$ cat config.mk
export PLATFORM = sky130hd
export DESIGN_NAME = mfb_device_flat
export DESIGN_NICKNAME = d
export VERILOG_FILES = /design/src/core/mfb_pkg.sv /design/src/core/mfb_link_if.sv /design/src/core/mfb_device.sv /design/src/flat_wrapper.sv
export SDC_FILE = /design/constraint.sdc
export NUM_CORES = 1
export LEC_CHECK = 0
export ABC_AREA = 0
export BUFFER_PORTS_ARGS = -buffer_cell sky130_fd_sc_hd__clkbuf_2
export CAP_MARGIN = 20
export CORE_MARGIN = 3
export CORE_UTILIZATION = 30
export CTS_BUF_LIST = sky130_fd_sc_hd__clkbuf_16
export CTS_CLUSTER_DIAMETER = 100
export DETAILED_ROUTE_END_ITERATION = 6
export PLACE_DENSITY = 0.56
export REMOVE_ABC_BUFFERS = 1
export SYNTH_ARGS = -nofsm -noshare
export SYNTH_HDL_FRONTEND = slang
export SYNTH_SLANG_ARGS = --single-unit
$ cat constraint.sdc
create_clock -name clk_i -period 2.4 [get_ports clk_i]
set_input_delay 0.12 -clock clk_i [delete_from_list [all_inputs] [get_ports clk_i]]
set_output_delay 0.12 -clock clk_i [all_outputs]
set_load 0.02 [all_outputs]
$ cat src/core/mfb_pkg.sv
// Shared register map, field positions and bus constants for the motor feedback register bank.
package mfb_pkg;
   localparam logic [7:0] ADDR_RATE_HI = 8'h11;
   localparam logic [7:0] ADDR_RATE_LO = 8'h12;
   localparam logic [7:0] ADDR_PERIOD_HI = 8'h13;
   localparam logic [7:0] ADDR_PERIOD_LO = 8'h14;
   localparam logic [7:0] ADDR_EMF_HI = 8'h15;
   localparam logic [7:0] ADDR_EMF_LO = 8'h16;
   localparam logic [7:0] ADDR_CURR_HI = 8'h17;
   localparam logic [7:0] ADDR_CURR_LO = 8'h18;
   localparam logic [7:0] ADDR_POSITION = 8'h19;
   localparam logic [7:0] ADDR_SUPPLY = 8'h1A;
   localparam logic [7:0] ADDR_SPEED_ACTIVE = 8'h1B;
   localparam logic [7:0] ADDR_SPEED_BUFFERED = 8'h1C;
   localparam logic [7:0] ADDR_FAULT = 8'h1E;
   localparam logic [7:0] ADDR_PARAM_ONE = 8'h20;
   localparam logic [7:0] ADDR_PARAM_TWO = 8'h21;
   localparam logic [7:0] PARAM_ONE_RESET = 8'h00;
   localparam logic [7:0] PARAM_TWO_RESET = 8'h00;
   // Field positions inside the parameter registers, and widths of the fault and current-high feedback fields.
   localparam int FREQ_SEL_BIT = 7;
   localparam int ADJ_MODE_BIT = 7;
   localparam int SHIFT_MSB = 6;
   localparam int SHIFT_LSB = 4;
   localparam int SIG_MSB = 3;
   localparam int FAULT_WIDTH = 6;
   localparam int CURR_HI_WIDTH = 3;
   // Controller Wishbone register offsets (byte addresses) and bit positions inside them.
   localparam logic [3:0] WB_CTRL = 4'h0;
   localparam logic [3:0] WB_DATA = 4'h4;
   localparam logic [3:0] WB_STATUS = 4'h8;
   localparam logic [3:0] WB_IRQ_STATUS = 4'hC;
   localparam logic [4:0] WB_IRQ_MASK = 5'h10;
   localparam int CTRL_START_BIT = 8;
   localparam int CTRL_WRITE_BIT = 9;
   localparam int IRQ_DONE_BIT = 0;
   localparam int IRQ_FAULT_BIT = 1;
endpackage

$ cat src/core/mfb_link_if.sv
// Register access link between the host controller and the feedback register bank.
interface mfb_link_if;
   logic req;
   logic we;
   logic [7:0] addr;
   logic [7:0] wdata;
   logic ack;
   logic [7:0] rdata;
   modport host (output req, output we, output addr, output wdata, input ack, input rdata);
   modport device (input req, input we, input addr, input wdata, output ack, output rdata);
endinterface

$ cat src/core/mfb_device.sv
// Motor feedback register bank: the device end of the register link.
module mfb_device (
   input wire logic clk_i,
   input wire logic rst_i,
   mfb_link_if.device link,
   input wire logic [15:0] rotation_rate_value_i,
   input wire logic [15:0] electrical_period_value_i,
   input wire logic [15:0] measured_emf_constant_i,
   input wire logic [10:0] peak_current_code_i,
   input wire logic [7:0] rotor_position_estimate_i,
   input wire logic [7:0] supply_level_code_i,
   input wire logic [7:0] active_speed_request_i,
   input wire logic [8:0] buffered_speed_request_i,
   input wire logic [5:0] fault_flags_i,
   output logic output_frequency_select_o,
   output logic [15:0] phase_resistance_o,
   output logic closed_loop_adjust_mode_o,
   output logic [15:0] back_emf_constant_o
);
   logic [7:0] param_one;
   logic [7:0] param_two;
   // The four paired feedback values, in the order of their register pairs.
   localparam int PAIRS = 4;
   logic [15:0] pair_value [PAIRS];
   logic [7:0] pair_hi_addr [PAIRS];
   logic [7:0] lo_hold [PAIRS];
   logic [3:0] res_significand;
   logic [2:0] res_shift;
   logic [3:0] emf_significand;
   logic [2:0] emf_shift;
   logic [7:0] next_rdata;
   logic rd;
   logic wr;

   // A request acts only in its first cycle; the request still held during ack is ignored.
   assign rd = link.req && !link.ack && !link.we;
   assign wr = link.req && !link.ack && link.we;

   always_ff @(posedge clk_i) begin
      if (rst_i) begin
         link.ack <= 1'b0;
      end else begin
         link.ack <= link.req && !link.ack;
      end
   end

   // Parameter registers accept writes; every other address ignores them.
   always_ff @(posedge clk_i) begin
      if (rst_i) begin
         param_one <= mfb_pkg::PARAM_ONE_RESET;
      end else if (wr && link.addr == mfb_pkg::ADDR_PARAM_ONE) begin
         param_one <= link.wdata;
      end
   end

   always_ff @(posedge clk_i) begin
      if (rst_i) begin
         param_two <= mfb_pkg::PARAM_TWO_RESET;
      end else if (wr && link.addr == mfb_pkg::ADDR_PARAM_TWO) begin
         param_two <= link.wdata;
      end
   end

   assign pair_value[0] = rotation_rate_value_i;
   assign pair_value[1] = electrical_period_value_i;
   assign pair_value[2] = measured_emf_constant_i;
   assign pair_value[3] = {5'h00, peak_current_code_i};
   assign pair_hi_addr[0] = mfb_pkg::ADDR_RATE_HI;
   assign pair_hi_addr[1] = mfb_pkg::ADDR_PERIOD_HI;
   assign pair_hi_addr[2] = mfb_pkg::ADDR_EMF_HI;
   assign pair_hi_addr[3] = mfb_pkg::ADDR_CURR_HI;

   // Low bytes are frozen at the high-byte read so a live value cannot tear the pair.
   // A low read with no high read of its pair since reset returns zero; otherwise it returns what the last high read froze.
   for (genvar g = 0; g < PAIRS; g++) begin : g_pair
      always_ff @(posedge clk_i) begin
         if (rst_i) begin
            lo_hold[g] <= 8'h00;
         end else if (rd && link.addr == pair_hi_addr[g]) begin
            lo_hold[g] <= pair_value[g][7:0];
         end
      end
   end

   // Unmapped addresses, the gaps at 0x1D and 0x1F among them, read as zero.
   always_comb begin
      next_rdata = 8'h00;
      unique case (link.addr)
         mfb_pkg::ADDR_RATE_HI: begin
            next_rdata = pair_value[0][15:8];
         end
         mfb_pkg::ADDR_RATE_LO: begin
            next_rdata = lo_hold[0];
         end
         mfb_pkg::ADDR_PERIOD_HI: begin
            next_rdata = pair_value[1][15:8];
         end
         mfb_pkg::ADDR_PERIOD_LO: begin
            next_rdata = lo_hold[1];
         end
         mfb_pkg::ADDR_EMF_HI: begin
            next_rdata = pair_value[2][15:8];
         end
         mfb_pkg::ADDR_EMF_LO: begin
            next_rdata = lo_hold[2];
         end
         mfb_pkg::ADDR_CURR_HI: begin
            next_rdata = pair_value[3][15:8];
         end
         mfb_pkg::ADDR_CURR_LO: begin
            next_rdata = lo_hold[3];
         end
         mfb_pkg::ADDR_POSITION: begin
            next_rdata = rotor_position_estimate_i;
         end
         mfb_pkg::ADDR_SUPPLY: begin
            next_rdata = supply_level_code_i;
         end
         mfb_pkg::ADDR_SPEED_ACTIVE: begin
            next_rdata = active_speed_request_i;
         end
         mfb_pkg::ADDR_SPEED_BUFFERED: begin
            next_rdata = buffered_speed_request_i[8:1];
         end
         mfb_pkg::ADDR_FAULT: begin
            next_rdata = {2'h0, fault_flags_i};
         end
         mfb_pkg::ADDR_PARAM_ONE: begin
            next_rdata = param_one;
         end
         mfb_pkg::ADDR_PARAM_TWO: begin
            next_rdata = param_two;
         end
         default: begin
            next_rdata = 8'h00;
         end
      endcase
   end

   // Read data moves only on reads, so a write leaves the last answer in place.
   always_ff @(posedge clk_i) begin
      if (rst_i) begin
         link.rdata <= 8'h00;
      end else if (rd) begin
         link.rdata <= next_rdata;
      end
   end

   // Field decode for the two parameter registers; the motor logic sees only the results.
   assign res_significand = param_one[mfb_pkg::SIG_MSB:0];
   assign res_shift = param_one[mfb_pkg::SHIFT_MSB:mfb_pkg::SHIFT_LSB];
   assign emf_significand = param_two[mfb_pkg::SIG_MSB:0];
   assign emf_shift = param_two[mfb_pkg::SHIFT_MSB:mfb_pkg::SHIFT_LSB];

   // Decoded configuration drives the motor logic directly from flip-flops.
   always_ff @(posedge clk_i) begin
      if (rst_i) begin
         output_frequency_select_o <= 1'b0;
      end else begin
         output_frequency_select_o <= param_one[mfb_pkg::FREQ_SEL_BIT];
      end
   end

   always_ff @(posedge clk_i) begin
      if (rst_i) begin
         closed_loop_adjust_mode_o <= 1'b0;
      end else begin
         closed_loop_adjust_mode_o <= param_two[mfb_pkg::ADJ_MODE_BIT];
      end
   end

   // Four significand bits shifted by at most seven fit in sixteen bits, so nothing is lost.
   always_ff @(posedge clk_i) begin
      if (rst_i) begin
         phase_resistance_o <= 16'h0000;
      end else begin
         phase_resistance_o <= {12'h000, res_significand} << res_shift;
      end
   end

   always_ff @(posedge clk_i) begin
      if (rst_i) begin
         back_emf_constant_o <= 16'h0000;
      end else begin
         back_emf_constant_o <= {12'h000, emf_significand} << emf_shift;
      end
   end
endmodule

$ cat src/flat_wrapper.sv
// flat-port wrapper written by rule: the top's interface ports become plain ports
module mfb_device_flat 
  (clk_i, rst_i, rotation_rate_value_i, electrical_period_value_i, measured_emf_constant_i, peak_current_code_i, rotor_position_estimate_i, supply_level_code_i, active_speed_request_i, buffered_speed_request_i, fault_flags_i, output_frequency_select_o, phase_resistance_o, closed_loop_adjust_mode_o, back_emf_constant_o, link_req, link_we, link_addr, link_wdata, link_ack, link_rdata);
  mfb_link_if link_i ();
  input wire logic clk_i;
  input wire logic rst_i;
  input wire logic [15:0] rotation_rate_value_i;
  input wire logic [15:0] electrical_period_value_i;
  input wire logic [15:0] measured_emf_constant_i;
  input wire logic [10:0] peak_current_code_i;
  input wire logic [7:0] rotor_position_estimate_i;
  input wire logic [7:0] supply_level_code_i;
  input wire logic [7:0] active_speed_request_i;
  input wire logic [8:0] buffered_speed_request_i;
  input wire logic [5:0] fault_flags_i;
  output logic output_frequency_select_o;
  output logic [15:0] phase_resistance_o;
  output logic closed_loop_adjust_mode_o;
  output logic [15:0] back_emf_constant_o;
  input wire logic [$bits(link_i.req)-1:0] link_req;
  input wire logic [$bits(link_i.we)-1:0] link_we;
  input wire logic [$bits(link_i.addr)-1:0] link_addr;
  input wire logic [$bits(link_i.wdata)-1:0] link_wdata;
  output wire logic [$bits(link_i.ack)-1:0] link_ack;
  output wire logic [$bits(link_i.rdata)-1:0] link_rdata;
  assign link_i.req = link_req;
  assign link_i.we = link_we;
  assign link_i.addr = link_addr;
  assign link_i.wdata = link_wdata;
  assign link_ack = link_i.ack;
  assign link_rdata = link_i.rdata;
  mfb_device u_core (.clk_i(clk_i), .rst_i(rst_i), .link(link_i), .rotation_rate_value_i(rotation_rate_value_i), .electrical_period_value_i(electrical_period_value_i), .measured_emf_constant_i(measured_emf_constant_i), .peak_current_code_i(peak_current_code_i), .rotor_position_estimate_i(rotor_position_estimate_i), .supply_level_code_i(supply_level_code_i), .active_speed_request_i(active_speed_request_i), .buffered_speed_request_i(buffered_speed_request_i), .fault_flags_i(fault_flags_i), .output_frequency_select_o(output_frequency_select_o), .phase_resistance_o(phase_resistance_o), .closed_loop_adjust_mode_o(closed_loop_adjust_mode_o), .back_emf_constant_o(back_emf_constant_o));
endmodule
After elaboration in Yosys (flattened, before gate mapping):

Memories as Yosys holds them, arrays and structs flattened.
Cells that the tools add are included.
Widths: inputs -> output; s select.

* equal/unequal tests: 15
* shift operators: 2
* mux-type cells: 19
* bitwise gates (word level): 4
* reduce and logical (&&, ||, !) cells: 11

Operator list (number)
* $pmux 8 s15: 1
* $eq 8x5->1 const B: 13
* $mux 8: 4
* $shl 4x3->16: 2
* $eq 8x6->1 const B: 2
* $mux 1: 14
* $logic_and 1x1->1: 9
* $or 1x1->1: 4
* $logic_not 1->1: 2

* register bits: 59
* RAM bits: 32
* input bits: 118
* logic and storage cells: 60
* memories: 1

Memories
* u_core.lo_hold: depth 4, width 8, read ports 4, clocked after memory_dff 0, write ports 4, line mfb_device.sv:26 `logic [7:0] lo_hold [PAIRS];`

Depth between registers and ports, before layout:

* word-level depth: 8
* mapped depth: 8
* mapped depth without buffers: 5

Worst setup path before layout:

OpenSTA, ideal clock, no wires.

* path kind: input -> register
* from: in link_addr[7]
* to: mem u_core.lo_hold[1][0], enable pin
* data arrival time: 1415 ps
* setup slack: 659 ps
* stages: 4
* path buffers: 1
* cells stage by stage: or4b_1 > buf_2 > nor3_1 > a21o_1

RTL lines
* start: declaration: line flat_wrapper.sv:22 `input wire logic [$bits(link_i.addr)-1:0] link_addr;`
* end: declaration: line mfb_device.sv:26

==> results.md <==
* Status: finished clean
* Mapped Cells at 439
* Initial Util at 30.95%
* Post_cts resized at 0
* Final hold slack at 19.95 ps
* # setup viols final at 0
* Worst-Skew Late Latency at 350 ps
* Required @ worst endpoint at 2620 ps
* Grt ovf at 0
* Unique masters post-synth at 64
* RSZ-0062 raised after global routing: no
* Routed WL at 13.59 mm
* CTS Root Cell: clkbuf_16
* I/O pin count at 161
* Register area share after synthesis at 44.67%
* First-pass DRT Iterations at 5
* Startpoint Class: input port
* Die H at 126.4 um
* Die area at 15970 sq um
* Commonest cells after routing, fill and taps aside: clkbuf_2 (149), dfxtp_1 (49), nor2_1 (44)
* Hold path depth at 3
* CP Capture Type: register
* N_diodes at 0
* Setup TNS at 0 ps
* CP Cell Sequence: dlygate4sd3_1, clkbuf_2, nor3b_1, nand2b_1, nor4_2, and2_1
* First-pass GRT wire length at 20.61 mm
* Vias in the first global route at 3864
* Fill count at 1429
* RePlAce Congestion at 0.8519
* Port bufs at 149
* Share of cells above drive strength 1 at 35.81%
* HP Class: input port to register
* P&R area growth vs syn at 28.79%
* Worst Tran Pin Value at 596.4 ps
* Via density per instance at 5.132
* FF+latch count, synth at 81
* Max-Cap Viols at 0
* Power Total at 3.135 mW
* Final non-filler cell total at 772
* Largest fanout on the critical path at 8
* Crit path max-delay cell type: dlygate4sd3_1
* Clk buf depth at 2
* Commonest non-fill, non-tap cell in the layout: clkbuf_2
* Clock transition at the registers of the reported paths at 70 ps
* Largest stage delay, worst path at 530 ps
* Clk sink count at 81
* Cell family with most CP delay: simple AND/OR/NAND/NOR gates
* Multi-input logic area at 2226 sq um
* VDD IR max at 0.0003558 V
* Yosys warns at 0
* Core Footprint at 14040 sq um
* Avg Inst Size Synth at 9.901 sq um
* PnR worst setup slack at 504.8 ps
* Placed Cells at 755
* Iter 0 DRT Violations at 255
* WS Path Type: input port to register
* Pleak at 2.428 nW
* NumNets Final at 705
* Async SR Flop Fraction at 0%
* EDFF count, synth at 32
* Post-synth top flop: dfxtp_1
* Wire per inst at 17.60 um
* Die width at 126.4 um
* Largest net degree at the start of global routing at 41
* DRC at 0
* Register area at 1942 sq um
* Initial antenna violation count at 0
* Min cycle time layout at 1895 ps
* Synthesized area at 4347 sq um
* Final hold vios at 0
* DP Worst Slack at 428.1 ps
* Period utilisation layout at 78.97%
* Clock Skew at 5.312 ps
* Row count at 43
* Worst Reg-to-Reg Cells at 4
* Fmax at 527.7 MHz
* Power per cell area at 560.0 nW/um^2
* Vias at 3962
* CTS tree: yes
* DRT antenna net count at 0
* Cts bufs inserted at 9
* Worst Path Arrival at 2110 ps
* Worst path bufs/invs at 2
* Final Max Slew Viols at 0
* Slew Limit Headroom at 59.91%
* Levels on crit path at 6
* H-tree depth at 3
* Overall routing resource usage at 16.82%
* HPWL Detailed at 10.47 mm
[state kept, by name, summed over array words and instances, names as in the netlist]
name,flops
u_core.lo_hold,32
u_core.closed_loop_adjust_mode_o,1
u_core.output_frequency_select_o,1
u_core.back_emf_constant_o,11
u_core.link.ack,1
u_core.phase_resistance_o,11
u_core.param_two,8
u_core.param_one,8
u_core.link.rdata,8
[per-stage QoR]
stage | util (%) | cell area (sq um)
2_1_floorplan | - | 4177
3_3_place_gp | 37.75 | 5301
3_5_place_dp | 37.75 | 5301
4_1_cts | 39.86 | 5598
5_1_grt | 39.86 | 5598
6_report | 39.86 | 5598
[synthesized netlist by cell type, drive strengths merged, types with 4 or more instances]
library cell	number	area, sq um
o21ai	12	60.06
a31oi	5	37.53
mux2	17	191.4
nand2	19	71.32
clkbuf	14	52.55
nor4	9	68.81
edfxtp	32	960.9
a32oi	4	35.03
nor3	12	65.06
a22o	5	43.79
nand2b	5	31.28
inv	4	15.01
mux2i	35	350.3
nand4	6	50.04
a221oi	4	35.03
dfxtp	49	980.9
o2bb2ai	4	35.03
a211oi	6	45.04
a22oi	11	82.58
nor2	44	165.2
a21oi	13	76.33
nor2b	13	81.33
nand3	9	45.04
and2	33	206.5
buf	26	151.4
[worst paths after layout]
kind                        start                    to  slack (ps)
max                         rst_i  u_core.lo_hold[1][7]         500
min                 link_wdata[2]   u_core.param_one[2]          20
max reg2reg       u_core.link.ack  u_core.lo_hold[1][7]         630
min reg2reg  u_core.link.rdata[0]  u_core.link.rdata[0]         480
[kinds of logic after synthesis]
kind of cell    synth area share [%]
mux                            12.46
simple gates                   21.42
other cells                  0.08627
flops                          44.67
compound gates                 16.32
buf+inv                        5.037
[routing by layer]
layer,GRT usage (%),routed length [um],up-vias
met5,0,0,-
met4,6.120,274,0
met3,4.926,986,16
met2,27.55,6472,165
met1,21.10,5853,1867
li1,-,-,1914
[worst register-to-register path: stages (launching register included)]
cell      delay [ps]
dfxtp_1          340
nor3b_1          260
nand2b_1         290
nor4_2           530
and2_1           230
[repair_timing]
| action | CTS | global route |
|---|---|---|
| hold buffers | 1 | 0 |
| buffers inserted | 0 | 0 |
| endpoints found under the hold margin | 1 | 0 |
[power by group]
group          total (mW)  leakage (nW)  switching [mW]  internal, mW
Clock                1.33         0.135           0.609         0.718
Sequential           1.46         0.718         0.00731          1.45
Combinational       0.352          1.58           0.198         0.154
Total                3.13          2.43           0.814          2.32
[final cells by class]
type	instances	share of cell area [%]
clock buffers	9	4.023
clock inverters	7	1.095
inverters	4	0.2682
multi-input cells	323	39.76
flip-flops and latches	81	34.69
well taps	180	4.023
repair buffers	168	16.14
Power figures use the tool's default switching activity.
